## src/include/i2c_status_pkg.sv

```systemverilog
// Constants for the I2C status flags and slave address mask block.
// Assumes a 32-bit classic Wishbone register bus and byte-wide bus-side data.
package i2c_status_pkg;
    localparam int WB_AW   = 4;
    localparam int WB_DW   = 32;
    localparam int BYTE_W  = 8;
    localparam int ADDR_W  = 10;
    localparam int REG_W   = 16;

    localparam logic [WB_AW-1:0] OFS_STATUS  = 4'h0;
    localparam logic [WB_AW-1:0] OFS_MASK    = 4'h4;
    localparam logic [WB_AW-1:0] OFS_RX_HOLD = 4'h8;
    localparam logic [WB_AW-1:0] OFS_TX_HOLD = 4'hc;

    localparam int ST_TBF   = 0;
    localparam int ST_RBF   = 1;
    localparam int ST_RW    = 2;
    localparam int ST_START = 3;
    localparam int ST_STOP  = 4;
    localparam int ST_OVF   = 6;
    localparam int ST_COL   = 7;

    localparam logic [ADDR_W-1:0] MASK_RST = 10'h000;
    localparam logic [BYTE_W-1:0] BYTE_RST = 8'h00;
    localparam logic [WB_DW-1:0]  DAT_RST  = 32'h0000_0000;
endpackage : i2c_status_pkg

```

## src/i2c_status_mask.sv

```systemverilog
// Status flags, holding registers and slave address mask of an I2C controller.
// Assumes bus-side events arrive as one-cycle pulses from logic on ref_clk.
//
// The implementer's own choices: the Wishbone slave port and the placing of the registers.
`timescale 1ns/10ps
`default_nettype none
// Contract
// - Start or Repeated Start detected last sets the start flag; Stop clears it.
// - After a slave address byte, direction flag is 1 for read, 0 for write.
// - Loading a received byte into the receive holding register sets receive-full.
// - A software read of the receive holding register clears receive-full.
// - Software write to transmit holding sets transmit-full; transmission done clears it.
// - Ten-bit mask: a 1 excludes that address bit from comparison, 0 requires match.
// - Upper six mask bits read zero; mask resets to zero for exact matching.
// - New byte while receive holding still full sets overflow; only software clears it.
// - Transmit holding write while busy fails, sets write collision; software clears it.
// - Stop detected last sets the stop flag; Start or Repeated Start clears it.
module i2c_status_mask (
    input  wire logic                              ref_clk,
    input  wire logic                              reset,
    input  wire logic                              wb_cyc_i,
    input  wire logic                              wb_stb_i,
    input  wire logic                              wb_we_i,
    input  wire logic [i2c_status_pkg::WB_AW-1:0]  wb_adr_i,
    input  wire logic [3:0]                        wb_sel_i,
    input  wire logic [i2c_status_pkg::WB_DW-1:0]  wb_dat_i,
    output logic      [i2c_status_pkg::WB_DW-1:0]  wb_dat_o,
    output logic                                   wb_ack_o,
    input  wire logic                              start_det,
    input  wire logic                              stop_det,
    input  wire logic                              addr_done,
    input  wire logic                              addr_rw,
    input  wire logic                              rx_byte_valid,
    input  wire logic [i2c_status_pkg::BYTE_W-1:0] rx_byte,
    input  wire logic                              tx_done,
    input  wire logic                              module_busy,
    input  wire logic                              addr_check,
    input  wire logic [i2c_status_pkg::ADDR_W-1:0] addr_in,
    input  wire logic [i2c_status_pkg::ADDR_W-1:0] own_addr,
    output logic                                   addr_match,
    output logic      [i2c_status_pkg::BYTE_W-1:0] tx_data,
    output logic                                   tx_valid,
    input  wire logic                              tx_ready
);
    import i2c_status_pkg::*;

    logic              start_flag_r;
    logic              stop_flag_r;
    logic              rw_flag_r;
    logic              rx_buffer_full_r;
    logic              tx_buffer_full_r;
    logic              rx_overflow_flag_r;
    logic              tx_write_collision_r;
    logic [ADDR_W-1:0] address_bit_mask_r;
    logic [BYTE_W-1:0] rx_holding_register_r;
    logic [ADDR_W-1:0] bit_diff;
    logic              buf_in_ready;
    logic              bus_req;
    logic              bus_wr;
    logic              bus_rd;
    logic              sel_st_wr;
    logic              sel_mask_wr;
    logic              sel_tx_wr;
    logic              sel_rx_rd;
    logic              tx_wr_ok;
    logic              tx_wr_fail;
    logic              rx_load;
    logic [REG_W-1:0]  status_word;
    logic [WB_DW-1:0]  rd_nxt;

    // Bus request is served once, in the cycle before ack
    assign bus_req = wb_cyc_i && wb_stb_i && !wb_ack_o;
    assign bus_wr  = bus_req && wb_we_i;
    assign bus_rd  = bus_req && !wb_we_i;

    always_comb begin
        sel_st_wr   = 1'b0;
        sel_mask_wr = 1'b0;
        sel_tx_wr   = 1'b0;
        sel_rx_rd   = 1'b0;
        if (wb_adr_i == OFS_STATUS) begin
            sel_st_wr = bus_wr && wb_sel_i[0];
        end else if (wb_adr_i == OFS_MASK) begin
            sel_mask_wr = bus_wr;
        end else if (wb_adr_i == OFS_TX_HOLD) begin
            sel_tx_wr = bus_wr && wb_sel_i[0];
        end else if (wb_adr_i == OFS_RX_HOLD) begin
            sel_rx_rd = bus_rd;
        end
    end

    // Transmit write fails while the shifter is busy or the buffer has no room
    assign tx_wr_fail = sel_tx_wr && (module_busy || !buf_in_ready);
    assign tx_wr_ok   = sel_tx_wr && !tx_wr_fail;
    // A byte arriving while the holding register is full is dropped, unless a read comes in the same cycle
    assign rx_load    = rx_byte_valid && !rx_buffer_full_r;

    always_ff @(posedge ref_clk or posedge reset) begin
        if (reset) begin
            wb_ack_o <= 1'b0;
        end else begin
            wb_ack_o <= bus_req;
        end
    end

    always_comb begin
        status_word           = '0;
        status_word[ST_TBF]   = tx_buffer_full_r;
        status_word[ST_RBF]   = rx_buffer_full_r;
        status_word[ST_RW]    = rw_flag_r;
        status_word[ST_START] = start_flag_r;
        status_word[ST_STOP]  = stop_flag_r;
        status_word[ST_OVF]   = rx_overflow_flag_r;
        status_word[ST_COL]   = tx_write_collision_r;
        rd_nxt                = DAT_RST;
        if (wb_adr_i == OFS_STATUS) begin
            rd_nxt = {{(WB_DW-REG_W){1'b0}}, status_word};
        end else if (wb_adr_i == OFS_MASK) begin
            rd_nxt = {{(WB_DW-ADDR_W){1'b0}}, address_bit_mask_r};
        end else if (wb_adr_i == OFS_RX_HOLD) begin
            rd_nxt = {{(WB_DW-BYTE_W){1'b0}}, rx_holding_register_r};
        end
    end

    always_ff @(posedge ref_clk or posedge reset) begin
        if (reset) begin
            wb_dat_o <= DAT_RST;
        end else if (bus_rd) begin
            wb_dat_o <= rd_nxt;
        end
    end

    // Start and Stop flags track the last bus condition; Start wins a tie
    always_ff @(posedge ref_clk or posedge reset) begin
        if (reset) begin
            start_flag_r <= 1'b0;
            stop_flag_r  <= 1'b0;
        end else if (start_det) begin
            start_flag_r <= 1'b1;
            stop_flag_r  <= 1'b0;
        end else if (stop_det) begin
            start_flag_r <= 1'b0;
            stop_flag_r  <= 1'b1;
        end
    end

    always_ff @(posedge ref_clk or posedge reset) begin
        if (reset) begin
            rw_flag_r <= 1'b0;
        end else if (addr_done) begin
            rw_flag_r <= addr_rw;
        end
    end

    // Receive holding register and its full flag; a new byte wins over a read
    always_ff @(posedge ref_clk or posedge reset) begin
        if (reset) begin
            rx_holding_register_r <= BYTE_RST;
        end else if (rx_load || (rx_byte_valid && sel_rx_rd)) begin
            rx_holding_register_r <= rx_byte;
        end
    end

    always_ff @(posedge ref_clk or posedge reset) begin
        if (reset) begin
            rx_buffer_full_r <= 1'b0;
        end else if (rx_byte_valid && (!rx_buffer_full_r || sel_rx_rd)) begin
            rx_buffer_full_r <= 1'b1;
        end else if (sel_rx_rd) begin
            rx_buffer_full_r <= 1'b0;
        end
    end

    // Overflow: hardware set wins over a software clear
    always_ff @(posedge ref_clk or posedge reset) begin
        if (reset) begin
            rx_overflow_flag_r <= 1'b0;
        end else if (rx_byte_valid && rx_buffer_full_r && !sel_rx_rd) begin
            rx_overflow_flag_r <= 1'b1;
        end else if (sel_st_wr && !wb_dat_i[ST_OVF]) begin
            rx_overflow_flag_r <= 1'b0;
        end
    end

    always_ff @(posedge ref_clk or posedge reset) begin
        if (reset) begin
            tx_write_collision_r <= 1'b0;
        end else if (tx_wr_fail) begin
            tx_write_collision_r <= 1'b1;
        end else if (sel_st_wr && !wb_dat_i[ST_COL]) begin
            tx_write_collision_r <= 1'b0;
        end
    end

    // Transmit-full: an accepted write wins over completion
    always_ff @(posedge ref_clk or posedge reset) begin
        if (reset) begin
            tx_buffer_full_r <= 1'b0;
        end else if (tx_wr_ok) begin
            tx_buffer_full_r <= 1'b1;
        end else if (tx_done) begin
            tx_buffer_full_r <= 1'b0;
        end
    end

    tx_skid_buffer u_tx_buf (
        .ref_clk   (ref_clk),
        .reset     (reset),
        .in_data   (wb_dat_i[BYTE_W-1:0]),
        .in_valid  (tx_wr_ok),
        .in_ready  (buf_in_ready),
        .out_data  (tx_data),
        .out_valid (tx_valid),
        .out_ready (tx_ready)
    );

    // Mask register; upper byte lane carries mask bits 9 and 8
    always_ff @(posedge ref_clk or posedge reset) begin
        if (reset) begin
            address_bit_mask_r <= MASK_RST;
        end else if (sel_mask_wr) begin
            if (wb_sel_i[0]) begin
                address_bit_mask_r[BYTE_W-1:0] <= wb_dat_i[BYTE_W-1:0];
            end
            if (wb_sel_i[1]) begin
                address_bit_mask_r[ADDR_W-1:BYTE_W] <= wb_dat_i[ADDR_W-1:BYTE_W];
            end
        end
    end

    // Per-bit compare, skipped where the mask bit is set
    genvar gi;
    generate
        for (gi = 0; gi < ADDR_W; gi++) begin : g_cmp
            assign bit_diff[gi] = (addr_in[gi] ^ own_addr[gi]) & !address_bit_mask_r[gi];
        end
    endgenerate

    always_ff @(posedge ref_clk or posedge reset) begin
        if (reset) begin
            addr_match <= 1'b0;
        end else if (addr_check) begin
            addr_match <= (bit_diff == '0);
        end
    end
endmodule : i2c_status_mask
`default_nettype wire

```

## src/tx_skid_buffer.sv

```systemverilog
// Two-entry buffer with valid and ready on both sides.
// Assumes one clock shared by filling and draining logic.
`timescale 1ns/10ps
`default_nettype none
module tx_skid_buffer (
    input  wire logic                              ref_clk,
    input  wire logic                              reset,
    input  wire logic [i2c_status_pkg::BYTE_W-1:0] in_data,
    input  wire logic                              in_valid,
    output logic                                   in_ready,
    output logic      [i2c_status_pkg::BYTE_W-1:0] out_data,
    output logic                                   out_valid,
    input  wire logic                              out_ready
);
    import i2c_status_pkg::*;

    logic [BYTE_W-1:0] skid_data_r;
    logic              skid_valid_r;

    // Room exists while the second entry is empty
    assign in_ready = !skid_valid_r;

    always_ff @(posedge ref_clk or posedge reset) begin
        if (reset) begin
            out_data     <= BYTE_RST;
            out_valid    <= 1'b0;
            skid_data_r  <= BYTE_RST;
            skid_valid_r <= 1'b0;
        end else if (out_ready || !out_valid) begin
            if (skid_valid_r) begin
                out_data     <= skid_data_r;
                out_valid    <= 1'b1;
                skid_valid_r <= 1'b0;
            end else begin
                out_valid <= in_valid;
                if (in_valid) begin
                    out_data <= in_data;
                end
            end
        end else if (in_valid && !skid_valid_r) begin
            skid_data_r  <= in_data;
            skid_valid_r <= 1'b1;
        end
    end
endmodule : tx_skid_buffer
`default_nettype wire

```

## config.mk

```make
export PLATFORM = sky130hd
export DESIGN_NAME = i2c_status_mask
export DESIGN_NICKNAME = d
export VERILOG_FILES = /design/src/include/i2c_status_pkg.sv /design/src/i2c_status_mask.sv /design/src/tx_skid_buffer.sv
export SDC_FILE = /design/constraint.sdc
export NUM_CORES = 1
export LEC_CHECK = 0
export BUFFER_PORTS_ARGS = -buffer_cell sky130_fd_sc_hd__buf_4
export CORE_UTILIZATION = 48
export CTS_BUF_LIST = sky130_fd_sc_hd__clkbuf_4 sky130_fd_sc_hd__clkbuf_8
export CTS_CLUSTER_DIAMETER = 100
export DETAILED_ROUTE_END_ITERATION = 7
export PLACE_DENSITY = 0.82
export SLEW_MARGIN = 25
export SYNTH_ARGS = -nofsm -noshare
export SYNTH_HDL_FRONTEND = slang
export SYNTH_SLANG_ARGS = --single-unit
```

## constraint.sdc

```tcl
create_clock -name ref_clk -period 2.15 [get_ports ref_clk]
set_input_delay 0.1075 -clock ref_clk [delete_from_list [all_inputs] [get_ports ref_clk]]
set_output_delay 0.1075 -clock ref_clk [all_outputs]
set_load 0.02 [all_outputs]
```

**Word level (Yosys, flattened, before mapping)**

Cells that the tools add are included.

- Register bits: 77
- Output and inout bits: 43
- Word-level logic and storage cells: 122

- Equality and inequality tests: 3
- Mux-type cells: 30
- Bitwise logic cells: 21
- Reduce and logical (&&, ||, !) cells: 51

Operators with widths:

| operator | number |
|---|---|
| $mux W1 | 25 |
| $mux W8 | 3 |
| $mux W10 | 2 |
| $logic_not A1 Y1 | 19 |
| $logic_and A1 B1 Y1 | 15 |
| $reduce_bool A2 Y1 | 7 |
| $and A1 B1 Y1 | 10 |
| $logic_not A10 Y1 | 1 |
| $xor A1 B1 Y1 | 10 |
| $eq A4 B4 Y1 const B | 2 |
| $reduce_and A2 Y1 | 4 |
| $eq A4 B3 Y1 const B | 1 |
| $logic_not A4 Y1 | 1 |
| $logic_or A1 B1 Y1 | 4 |
| $not A1 Y1 | 1 |

**Depth between registers and ports, before layout**

Gate-level depths: netlist (run 1).

- Word-level depth: 13
- Mapped depth: 6

**By module**

Synthesis (run 1) repeated with hierarchy kept, for this count alone.

- Cell total of the unflattened synthesis: 230
- Area, all modules: 2,725.1 µm²

By module, submodules not included:

| module | times used | cells an instance | area each (µm²) | seq. area each (µm²) |
|---|---|---|---|---|
| i2c_status_mask | 1 | 178 | 1,935.6 | 925.9 |
| tx_skid_buffer | 1 | 52 | 789.5 | 450.4 |

**Worst setup path after synthesis (run 1)**

No wires, ideal clock.

- Path kind: register to register
- Start: register wb_ack_o
- End: register u_tx_buf.skid_data_r[0]
- Setup time: 125 ps
- Data arrival time: 1,863 ps
- Required time: 2,025 ps
- Path slack: 162 ps
- Cell stages (with the launch flop): 7
- Buffers on the path: 2
- Clock period less this slack: 1,988 ps
- Cells stage by stage: dfrtp_1 and4b_1 buf_4 nand4_2 or4_4 buf_6 mux2_4

- Cells in the longest elaborated chain, start to end: 12

Ends and longest elaborated chain:

| element | RTL line | RTL |
|---|---|---|
| start: declaration | i2c_status_mask.sv:28 | `output logic wb_ack_o,` |
| start signal: assignment | i2c_status_mask.sv:102 | `wb_ack_o <= bus_req;` |
| $logic_not A1 Y1 (*) | i2c_status_mask.sv:72 | `assign bus_req = wb_cyc_i && wb_stb_i && !wb_ack_o;` |
| $logic_and A1 B1 Y1 (*) | i2c_status_mask.sv:72 |  |
| $logic_and A1 B1 Y1 (*) | i2c_status_mask.sv:73 | `assign bus_wr = bus_req && wb_we_i;` |
| $logic_and A1 B1 Y1 (*) | i2c_status_mask.sv:86 | `sel_tx_wr = bus_wr && wb_sel_i[0];` |
| $mux W1 (*) | i2c_status_mask.sv:85 | `end else if (wb_adr_i == OFS_TX_HOLD) begin` |
| $mux W1 (*) | i2c_status_mask.sv:83 | `end else if (wb_adr_i == OFS_MASK) begin` |
| $mux W1 (*) | i2c_status_mask.sv:81 | `if (wb_adr_i == OFS_STATUS) begin` |
| $logic_and A1 B1 Y1 | i2c_status_mask.sv:93 | `assign tx_wr_fail = sel_tx_wr && (module_busy \|\| !buf_in_ready);` |
| $logic_not A1 Y1 | i2c_status_mask.sv:94 | `assign tx_wr_ok = sel_tx_wr && !tx_wr_fail;` |
| $logic_and A1 B1 Y1 (*) | i2c_status_mask.sv:94 |  |
| $logic_and A1 B1 Y1 (*) | tx_skid_buffer.sv:40 | `end else if (in_valid && !skid_valid_r) begin` |
| $reduce_and A2 Y1 (no source line) (*) | - |  |
| end signal: assignment | tx_skid_buffer.sv:41 | `skid_data_r <= in_data;` |
| end: declaration | tx_skid_buffer.sv:17 | `logic [BYTE_W-1:0] skid_data_r;` |

Mark *: on every way between the ends. The rest lies on a longest branch, timed or not.
A chain may end at the register's enable or synchronous reset.

**Worst setup path after layout (run 1)**

- Start: register wb_ack_o
- End: register u_tx_buf.skid_data_r[2]

The elaborated chain is that of the path after synthesis.

==> results of run 1 <==
==> through the flow <==
step	util (%)	setup slack, ns	hold slack (ns)	power (mW)	cell area (um^2)
after CTS	63.1	0.143	0.00288	2.09	3450
final	63.1	0.134	0.00458	2.08	3450
after floorplan	-	0.162	0.174	1.38	2800
after detailed placement	60.6	0.196	0.210	1.53	3320
after global placement	60.6	0.201	0.207	1.52	3320
after global routing	63.1	0.0794	0.0223	2.16	3450
==> power breakdown <==
part	switching, mW	leakage, nW	internal [mW]	total [mW]
combinational	0.177	0.949	0.192	0.369
clock	0.322	0.0446	0.241	0.563
sequential	0.0423	0.730	1.10	1.15
==> worst max-delay path: cells and delay by family, from the launching register on <==
family           cells  cell delay (ns)
DFF                  1             0.42
and+or+nand+nor      3             1.15
muxes                1             0.34
==> per-layer routing <==
layer,share of wire (%),global-route usage [%]
met1,43,25.6
met2,49,31.1
met3,6.4,4.76
met4,2.2,8.30
met5,0,0
==> area by class of cell <==
| type | instances | share of cell area, % |
|---|---|---|
| flip-flops and latches | 55 | 39.8 |
| multi-input cells | 156 | 34.5 |
| repair buffers | 88 | 19.8 |
| well taps | 72 | 2.61 |
| clock buffers | 6 | 2.21 |
| inverters | 6 | 0.652 |
| clock inverters | 2 | 0.362 |
==> cell usage after synthesis <==
cell type  number
nor3b_1         1
and4b_1         1
nor2b_1         2
nor3b_2         1
a21oi_2         1
a41oi_1         1
or4b_2          1
o31ai_1         9
a32oi_1         1
o22ai_1         4
mux2_4          8
a22o_1          2
or4_4           1
or4_1           1
conb_1          1
nand3_1         2
nor2_1         13
nand2_1        13
mux2_2         35
buf_2           1
dfrtp_1        55
o21ai_0         4
nand2_2         1
nand4bb_1       1
o21ai_2         1
xnor2_1        10
nand2b_1        8
nor3_1          1
a21o_1          1
buf_6           1
clkbuf_1        5
nand4_2         1
o32ai_1         2
inv_1           6
buf_4          23
a22oi_1         7
==> state kept, by name, indices dropped and copies added (netlist names), 8 cells and up <==
signal,cells
address_bit_mask_r,10
rx_holding_register_r,8
u_tx_buf.skid_data_r,8
u_tx_buf.out_data,8
wb_dat_o,10
==> worst paths after layout <==
kind,end,start
hold / removal,tx_buffer_full_r,module_busy
setup / recovery,u_tx_buf.skid_data_r[2],wb_ack_o
min in group asynchronous,rx_holding_register_r[4],reset
setup reg to reg,u_tx_buf.skid_data_r[2],wb_ack_o
max in group asynchronous,tx_write_collision_r,reset
hold reg to reg,wb_ack_o,wb_ack_o
==> cells by family after synthesis <==
group / count (synthesis) / synth area share, %
DFF: 55 / 50.6
and+or+nand+nor: 48 / 9.71
muxes: 43 / 18.9
buffers and inverters: 36 / 8.47
AOI/OAI and AO/OA: 33 / 8.93
xor gates and xnor gates: 10 / 3.22
other: 1 / 0.138
==> results.json, run 1 <==
{
  "rows": 27,
  "cts_tree": "yes",
  "wl_per_cell_um": 14.4,
  "ir_drop_uv": 405,
  "maxCapViolations": 0,
  "power_density_nw_per_um2": 601,
  "synth.largest_area_cell": "dfrtp_1",
  "maxSlewViolCount": 0,
  "post-cts-setup-buffers": 0,
  "grt_antenna_before_repair": 0,
  "slowest_stage": "or4_4",
  "start_util_pct": 49.7,
  "hold_viol": 0,
  "dp_hpwl_mm": 4.25,
  "grtUsageTotal_pct": 19.6,
  "wirelength_mm": 5.56,
  "period_minus_slack_ns": 2.02,
  "setup-tns-final_ns": 0,
  "grt_remaining_overflow": 0,
  "r2r_setup_slack_ns": 0.13,
  "hold_depth": 2,
  "first_iter_violations": 83,
  "ctsHoldBuffers": 5,
  "p_leak_nw": 1.72,
  "ys_types": 36,
  "die_y_um": 77.3,
  "clk_pin_slew_ns": 0.09,
  "n_antenna_cell": 0,
  "cp.required_ns": 2.34,
  "ioPinCount": 125,
  "grt_max_degree": 30,
  "layout_commonest_cell": "buf_4",
  "arrival_ns": 2.21,
  "first_global_vias": 1877,
  "dp.cells": 372,
  "multiInputGateArea_um2": 1190,
  "min_path_type": "input port to flop",
  "clockBufferDepth": 2,
  "yosysTopAreaCellShare_pct": 50.6,
  "nFillCells": 433,
  "final_cell_mix": "buf_4 (82), dfrtp_1 (55), mux2_2 (35)",
  "fmax_mhz": 496,
  "syn_to_final_growth_pct": 27.1,
  "globalplace.congestion": 0.768,
  "setup_viol": 0,
  "via_per_inst": 5.09,
  "fin_nets": 394,
  "postCtsResizedCells": 0,
  "firstDrtPassIters": 4,
  "antenna_left": 0,
  "cp_slowest_stage_delay_ns": 0.62,
  "status": "completed",
  "crit_type": "flop to flop",
  "synth_area_leaders": "dfrtp_1 (51%), mux2_2 (14%), buf_4 (6.4%)",
  "core_area_um2": 5470,
  "worst-path-max-fanout": 8,
  "syn-instance-count": 226,
  "synth.avg_cell_area_um2": 12.0,
  "crit_path_start_kind": "flop",
  "vias": 1961,
  "cts.sink_count": 55,
  "ff_latch_area_um2": 1380,
  "rr_worst_depth": 4,
  "instances_no_fill": 385,
  "numCtsBuffers": 5,
  "path_cells": "and4b_1 > nand4_2 > or4_4 > mux2_4",
  "finalCritPeriodShare_pct": 93.8,
  "cts-root-buf": "clkbuf_8",
  "die-area_um2": 5970,
  "fin_worst_skew_ns": 0.0100,
  "slew_headroom_pct": 61.2,
  "layout-drive-gt1-share_pct": 45.4,
  "clk_latency_ns": 0.31,
  "worst_slew_pin_slew_ns": 0.581,
  "end_kind": "flop",
  "ys_seq_elements": 55,
  "grt_pass1_wl_mm": 8.96,
  "remaining_drc_errors": 0,
  "netlist_area_um2": 2720,
  "synth-seq-area-share_pct": 50.6,
  "port_buffers": 78,
  "die_width_um": 77.3,
  "rsz0062_at_grt": "no",
  "htreeDepth": 2,
  "yosys_warnings": 0
}
Note: power is estimated with default switching activity, not from simulation.
==> run 2, diff against run 1 <==
CORE_ASPECT_RATIO = 1.2   (was not set)
==> run 2 against run 1 <==
The flow now finishes with violations (DRC). Non-clock buffer count is 1 lower. Clock skew is 0.0013 ns lower. Count of clock-buffer cells in the layout stayed put. Flip-flop and latch count stayed put. Critical endpoint is now u_tx_buf.skid_data_r[3].
==> results.json, run 2 (synthesis gave the netlist of run 1 again) <==
{
  "cts-root-buf": "clkbuf_8",
  "postCtsResizedCells": 0,
  "maxCapViolations": 0,
  "first_iter_violations": 100,
  "remaining_drc_errors": 16,
  "dp_hpwl_mm": 4.36,
  "rr_worst_depth": 4,
  "grt_max_degree": 33,
  "ff_latch_area_um2": 1380,
  "status": "complete, but fails checks",
  "slew_headroom_pct": 65.0,
  "switching_share_pct": 23.3,
  "pre_cts_slack_ns": 0.174,
  "post-cts-setup-buffers": 0,
  "cts_tree": "yes",
  "pwr-share-clk_pct": 34.4,
  "rows": 29,
  "setup_viol": 0,
  "via_per_inst": 5.27,
  "p_leak_nw": 1.74,
  "antenna_left": 0,
  "n_antenna_cell": 0,
  "arrival_ns": 2.17,
  "p_switching_uw": 537,
  "reg_top3": "address_bit_mask_r x10, wb_dat_o x10",
  "layout_commonest_cell": "buf_4",
  "layout-drive-gt1-share_pct": 45.5,
  "grtUsageTotal_pct": 20.4,
  "cts.sink_count": 55,
  "grt_pass1_wl_mm": 9.43,
  "first_global_vias": 2000,
  "wl_per_cell_um": 15.3,
  "hold_viol": 0,
  "worst_slew_pin_slew_ns": 0.525,
  "fin_worst_skew_ns": 0.00874,
  "die-area_um2": 5970,
  "crit_type": "flop to flop",
  "finalCritPeriodShare_pct": 92.0,
  "syn_to_final_growth_pct": 28.0,
  "clk_pin_slew_ns": 0.09,
  "sequentialPowerShare_pct": 49.6,
  "end_kind": "flop",
  "ir_drop_uv": 471,
  "violations": "DRC",
  "startpoint": "wb_ack_o",
  "rsz0062_at_grt": "no",
  "r2r-end": "u_tx_buf.skid_data_r[3]",
  "fmax_mhz": 505,
  "vias": 1972,
  "ioPinCount": 125,
  "setup-tns-final_ns": 0,
  "share_comb_of_total_power_pct": 16.0,
  "fin_nets": 393,
  "cp.required_ns": 2.34,
  "firstDrtPassIters": 8,
  "globalplace.congestion": 0.787,
  "numCtsBuffers": 5,
  "r2r_setup_slack_ns": 0.17,
  "core_area_um2": 5370,
  "die_width_um": 70.7,
  "p_total_mw": 2.31,
  "multiInputGateArea_um2": 1190,
  "start_util_pct": 50.6,
  "clockBufferDepth": 2,
  "wirelength_mm": 5.74,
  "clk_latency_ns": 0.31,
  "finalWorstSetupSlack_ns": 0.172,
  "final_core_util_pct": 64.8,
  "htreeDepth": 2,
  "maxSlewViolCount": 0,
  "port_buffers": 78,
  "min_path_type": "input port to flop",
  "nFillCells": 424,
  "crit_path_start_kind": "flop",
  "grt_remaining_overflow": 0,
  "cp-endpoint": "u_tx_buf.skid_data_r[3]",
  "p_int_mw": 1.77,
  "die_y_um": 84.4,
  "grt_antenna_before_repair": 0,
  "final_cell_mix": "buf_4 (82), dfrtp_1 (55), mux2_2 (35)",
  "period_minus_slack_ns": 1.98,
  "r2r_start": "wb_ack_o",
  "power_density_nw_per_um2": 664,
  "worst-path-max-fanout": 8
}
## run 2: changes by cell type in the layout (fill, tap and decap cells not counted)
cell | before | now
clkinvlp_4 | 1 | 0
clkinv_2 | 1 | 0
dlygate4sd3_1 | 5 | 4
bufinv_16 | 0 | 2
## run 2: power groups by stage
stage,sequential [mW],clock (mW),combinational (mW)
CTS,1.14,0.808,0.372
floorplan,1.17,0,0.210
finish,1.14,0.795,0.370
detailed placement,1.17,0,0.363
global route,1.15,0.848,0.401
global placement,1.16,0,0.354
## run 2: how the worst min path moves through the flow
stage                        startpoint  cells past startpoint                  endpoint  slack (ns)
after floorplan               start_det                      1               stop_flag_r        0.17
after global placement            reset                      2  rx_holding_register_r[1]        0.18
after detailed placement          reset                      2  rx_holding_register_r[7]        0.18
after CTS                 rx_byte_valid                      3          rx_buffer_full_r       0.008
after global routing        module_busy                      2          tx_buffer_full_r        0.01
final                     rx_byte_valid                      3          rx_buffer_full_r        0.02
## run 2: final cells by class
cell class              count  area share (%)
flip-flops and latches     55            39.6
multi-input cells         156            34.2
repair buffers             87            19.4
well taps                  62            2.23
clock buffers               6            2.19
clock inverters             2            1.73
inverters                   6           0.647
## run 2: routing by layer
layer  part of all wire (%)  track usage (%)  vias to the layer above  wire length, um
met5                      0                0                        -                0
met4                    1.1             5.27                        0               61
met3                    4.8             4.80                        6              278
met2                     54             37.2                       70             3090
met1                     40             23.9                      971             2310
li1                       -                -                      925                -
## run 2: worst max-delay path: stages (launching register included)
cell and delay, ns:
dfrtp_1 0.41, and4b_1 0.36, nand4_2 0.15, or4_4 0.62, mux2_4 0.34
## run 2: what timing repair did
item / CTS / global route
hold buffers: 4 / 0
hold endpoints to repair: 27 / 0
endpoints found under the setup margin: 0 / 0
## run 2: metrics by stage
stage	instances	instance area, um^2	hold slack [ns]
3_5_place_dp	362	3300	0.184
2_1_floorplan	247	2800	0.174
5_1_grt	374	3480	0.0110
3_3_place_gp	362	3300	0.183
6_report	374	3480	0.0161
4_1_cts	374	3480	0.00833
==> run 3, diff against run 2 <==
CORE_UTILIZATION = 52   (was 48)
PLACE_DENSITY = 0.88   (was 0.82)
clock period = 2.45 ns   (was 2.15 ns; I/O delays follow)
==> run 3 against run 2 <==
The run now ends clean. Sequential share of layout area increased by 0.72 points. Fmax decreased by 2.3%. Combinational power decreased by 13%. Largest cell class unchanged. Non-clock buffer count unchanged. Flip-flop and latch count unchanged. Die area decreased by 7.5%. Routed wire length decreased by 0.54%. Power decreased by 21%. Worst setup slack improved by 0.25 ns. Core utilization increased by 3.9 points. Clock skew increased by 0.0015 ns.
==> results.json, run 3 (synthesis gave the netlist of run 1 again) <==
{
  "slew_headroom_pct": 64.0,
  "clk_latency_ns": 0.31,
  "crit_type": "flop to flop",
  "n_antenna_cell": 0,
  "cts_tree": "yes",
  "grtUsageTotal_pct": 22.1,
  "ioPinCount": 125,
  "globalplace.congestion": 0.842,
  "die-area_um2": 5520,
  "syn_to_final_growth_pct": 25.7,
  "pre_cts_slack_ns": 0.426,
  "post-cts-setup-buffers": 0,
  "firstDrtPassIters": 4,
  "status": "completed",
  "hold_viol": 0,
  "rows": 28,
  "ir_drop_uv": 400,
  "htreeDepth": 2,
  "fin_nets": 393,
  "dp_hpwl_mm": 4.52,
  "first_global_vias": 2022,
  "core_area_um2": 4970,
  "antenna_left": 0,
  "crit_path_start_kind": "flop",
  "finalWorstSetupSlack_ns": 0.425,
  "grt_max_degree": 27,
  "rsz0062_at_grt": "no",
  "setup_viol": 0,
  "first_iter_violations": 86,
  "nFillCells": 384,
  "start_util_pct": 54.7,
  "sequentialPowerShare_pct": 55.0,
  "switching_share_pct": 26.4,
  "fin_worst_skew_ns": 0.0103,
  "pwr-share-clk_pct": 27.4,
  "clockBufferDepth": 2,
  "period_minus_slack_ns": 2.02,
  "maxCapViolations": 0,
  "min_path_type": "input port to flop",
  "clk_pin_slew_ns": 0.10,
  "cts.sink_count": 55,
  "p_switching_uw": 481,
  "power_density_nw_per_um2": 535,
  "arrival_ns": 2.23,
  "port_buffers": 78,
  "vias": 1996,
  "setup-tns-final_ns": 0,
  "grt_pass1_wl_mm": 9.05,
  "die_width_um": 68.0,
  "wirelength_mm": 5.71,
  "share_comb_of_total_power_pct": 17.6,
  "maxSlewViolCount": 0,
  "numCtsBuffers": 5,
  "worst_slew_pin_slew_ns": 0.540,
  "p_int_mw": 1.35,
  "wl_per_cell_um": 15.3,
  "worst-path-max-fanout": 8,
  "layout_commonest_cell": "buf_4",
  "layout-drive-gt1-share_pct": 45.5,
  "final_cell_mix": "buf_4 (83), dfrtp_1 (55), mux2_2 (35)",
  "p_leak_nw": 1.71,
  "grt_antenna_before_repair": 0,
  "die_y_um": 81.2,
  "end_kind": "flop",
  "reg_top3": "address_bit_mask_r x10, wb_dat_o x10",
  "fmax_mhz": 494,
  "cp.required_ns": 2.65,
  "finalCritPeriodShare_pct": 82.6,
  "holdWs_ns": 0.0316,
  "via_per_inst": 5.37,
  "grt_remaining_overflow": 0,
  "remaining_drc_errors": 0,
  "cts-root-buf": "clkbuf_8"
}
## run 3: changes by cell type in the layout (fill, tap and decap cells not counted)
cell / change
clkinv_2: +1
clkinvlp_4: +1
bufinv_16: -2
buf_12: -1
buf_4: +1
## run 3: final timing paths
kind	endpoint	slack [ns]	startpoint	depth (start not counted)
setup reg to reg	u_tx_buf.skid_data_r[0]	0.43	wb_ack_o	4
hold reg to reg	wb_ack_o	0.48	wb_ack_o	1
max in group asynchronous	wb_dat_o[7]	1.42	reset	4
setup / recovery	u_tx_buf.skid_data_r[0]	0.43	wb_ack_o	4
min in group asynchronous	u_tx_buf.skid_valid_r	0.41	reset	3
hold / removal	rx_holding_register_r[4]	0.03	rx_byte[4]	2
## run 3: cell type report
cell class                      instances  area [um^2]  share of cell area (%)
Inverter                                6         22.5                   0.659
Sequential cell                        55         1380                    40.3
Clock inverter                          2         12.5                   0.366
Timing Repair Buffer                   87          663                    19.4
Multi-Input combinational cell        156         1190                    34.9
Tap cell                               60         75.1                    2.20
Clock buffer                            6         76.3                    2.23
## run 3: stage by stage
step,instances,total power [mW],cell area (um^2),utilization (%)
floorplan,247,1.22,2800,-
global placement,360,1.33,3290,66.1
detailed placement,360,1.34,3290,66.1
CTS,372,1.85,3420,68.7
global route,372,1.90,3420,68.7
finish,372,1.83,3420,68.7
## run 3: worst max-delay path, cell delays in order (launching register included)
cell	delay, ns
dfrtp_1	0.41
and4b_1	0.40
nand4_2	0.16
or4_4	0.62
mux2_4	0.33
## run 3: power by group through the flow
stage | Combinational (mW) | Clock, mW | Sequential [mW]
detailed placement | 0.319 | 0 | 1.02
floorplan | 0.185 | 0 | 1.03
global route | 0.355 | 0.539 | 1.01
finish | 0.322 | 0.501 | 1.00
CTS | 0.325 | 0.521 | 1.00
global placement | 0.307 | 0 | 1.02
## run 3: timing repair
| item | in CTS | in global routing |
|---|---|---|
| hold buffers | 4 | 0 |
| setup endpoints to repair | 0 | 0 |
| gates resized for setup | 0 | 0 |
| endpoints found under the hold margin | 28 | 0 |
## run 3: layer usage
| layer | global-route usage (%) | vias up | wire, um |
|---|---|---|---|
| li1 | - | 919 | - |
| met1 | 26.3 | 991 | 2180 |
| met2 | 38.8 | 76 | 3150 |
| met4 | 7.29 | 0 | 82 |
| met3 | 4.63 | 10 | 299 |
| met5 | 0 | - | 0 |
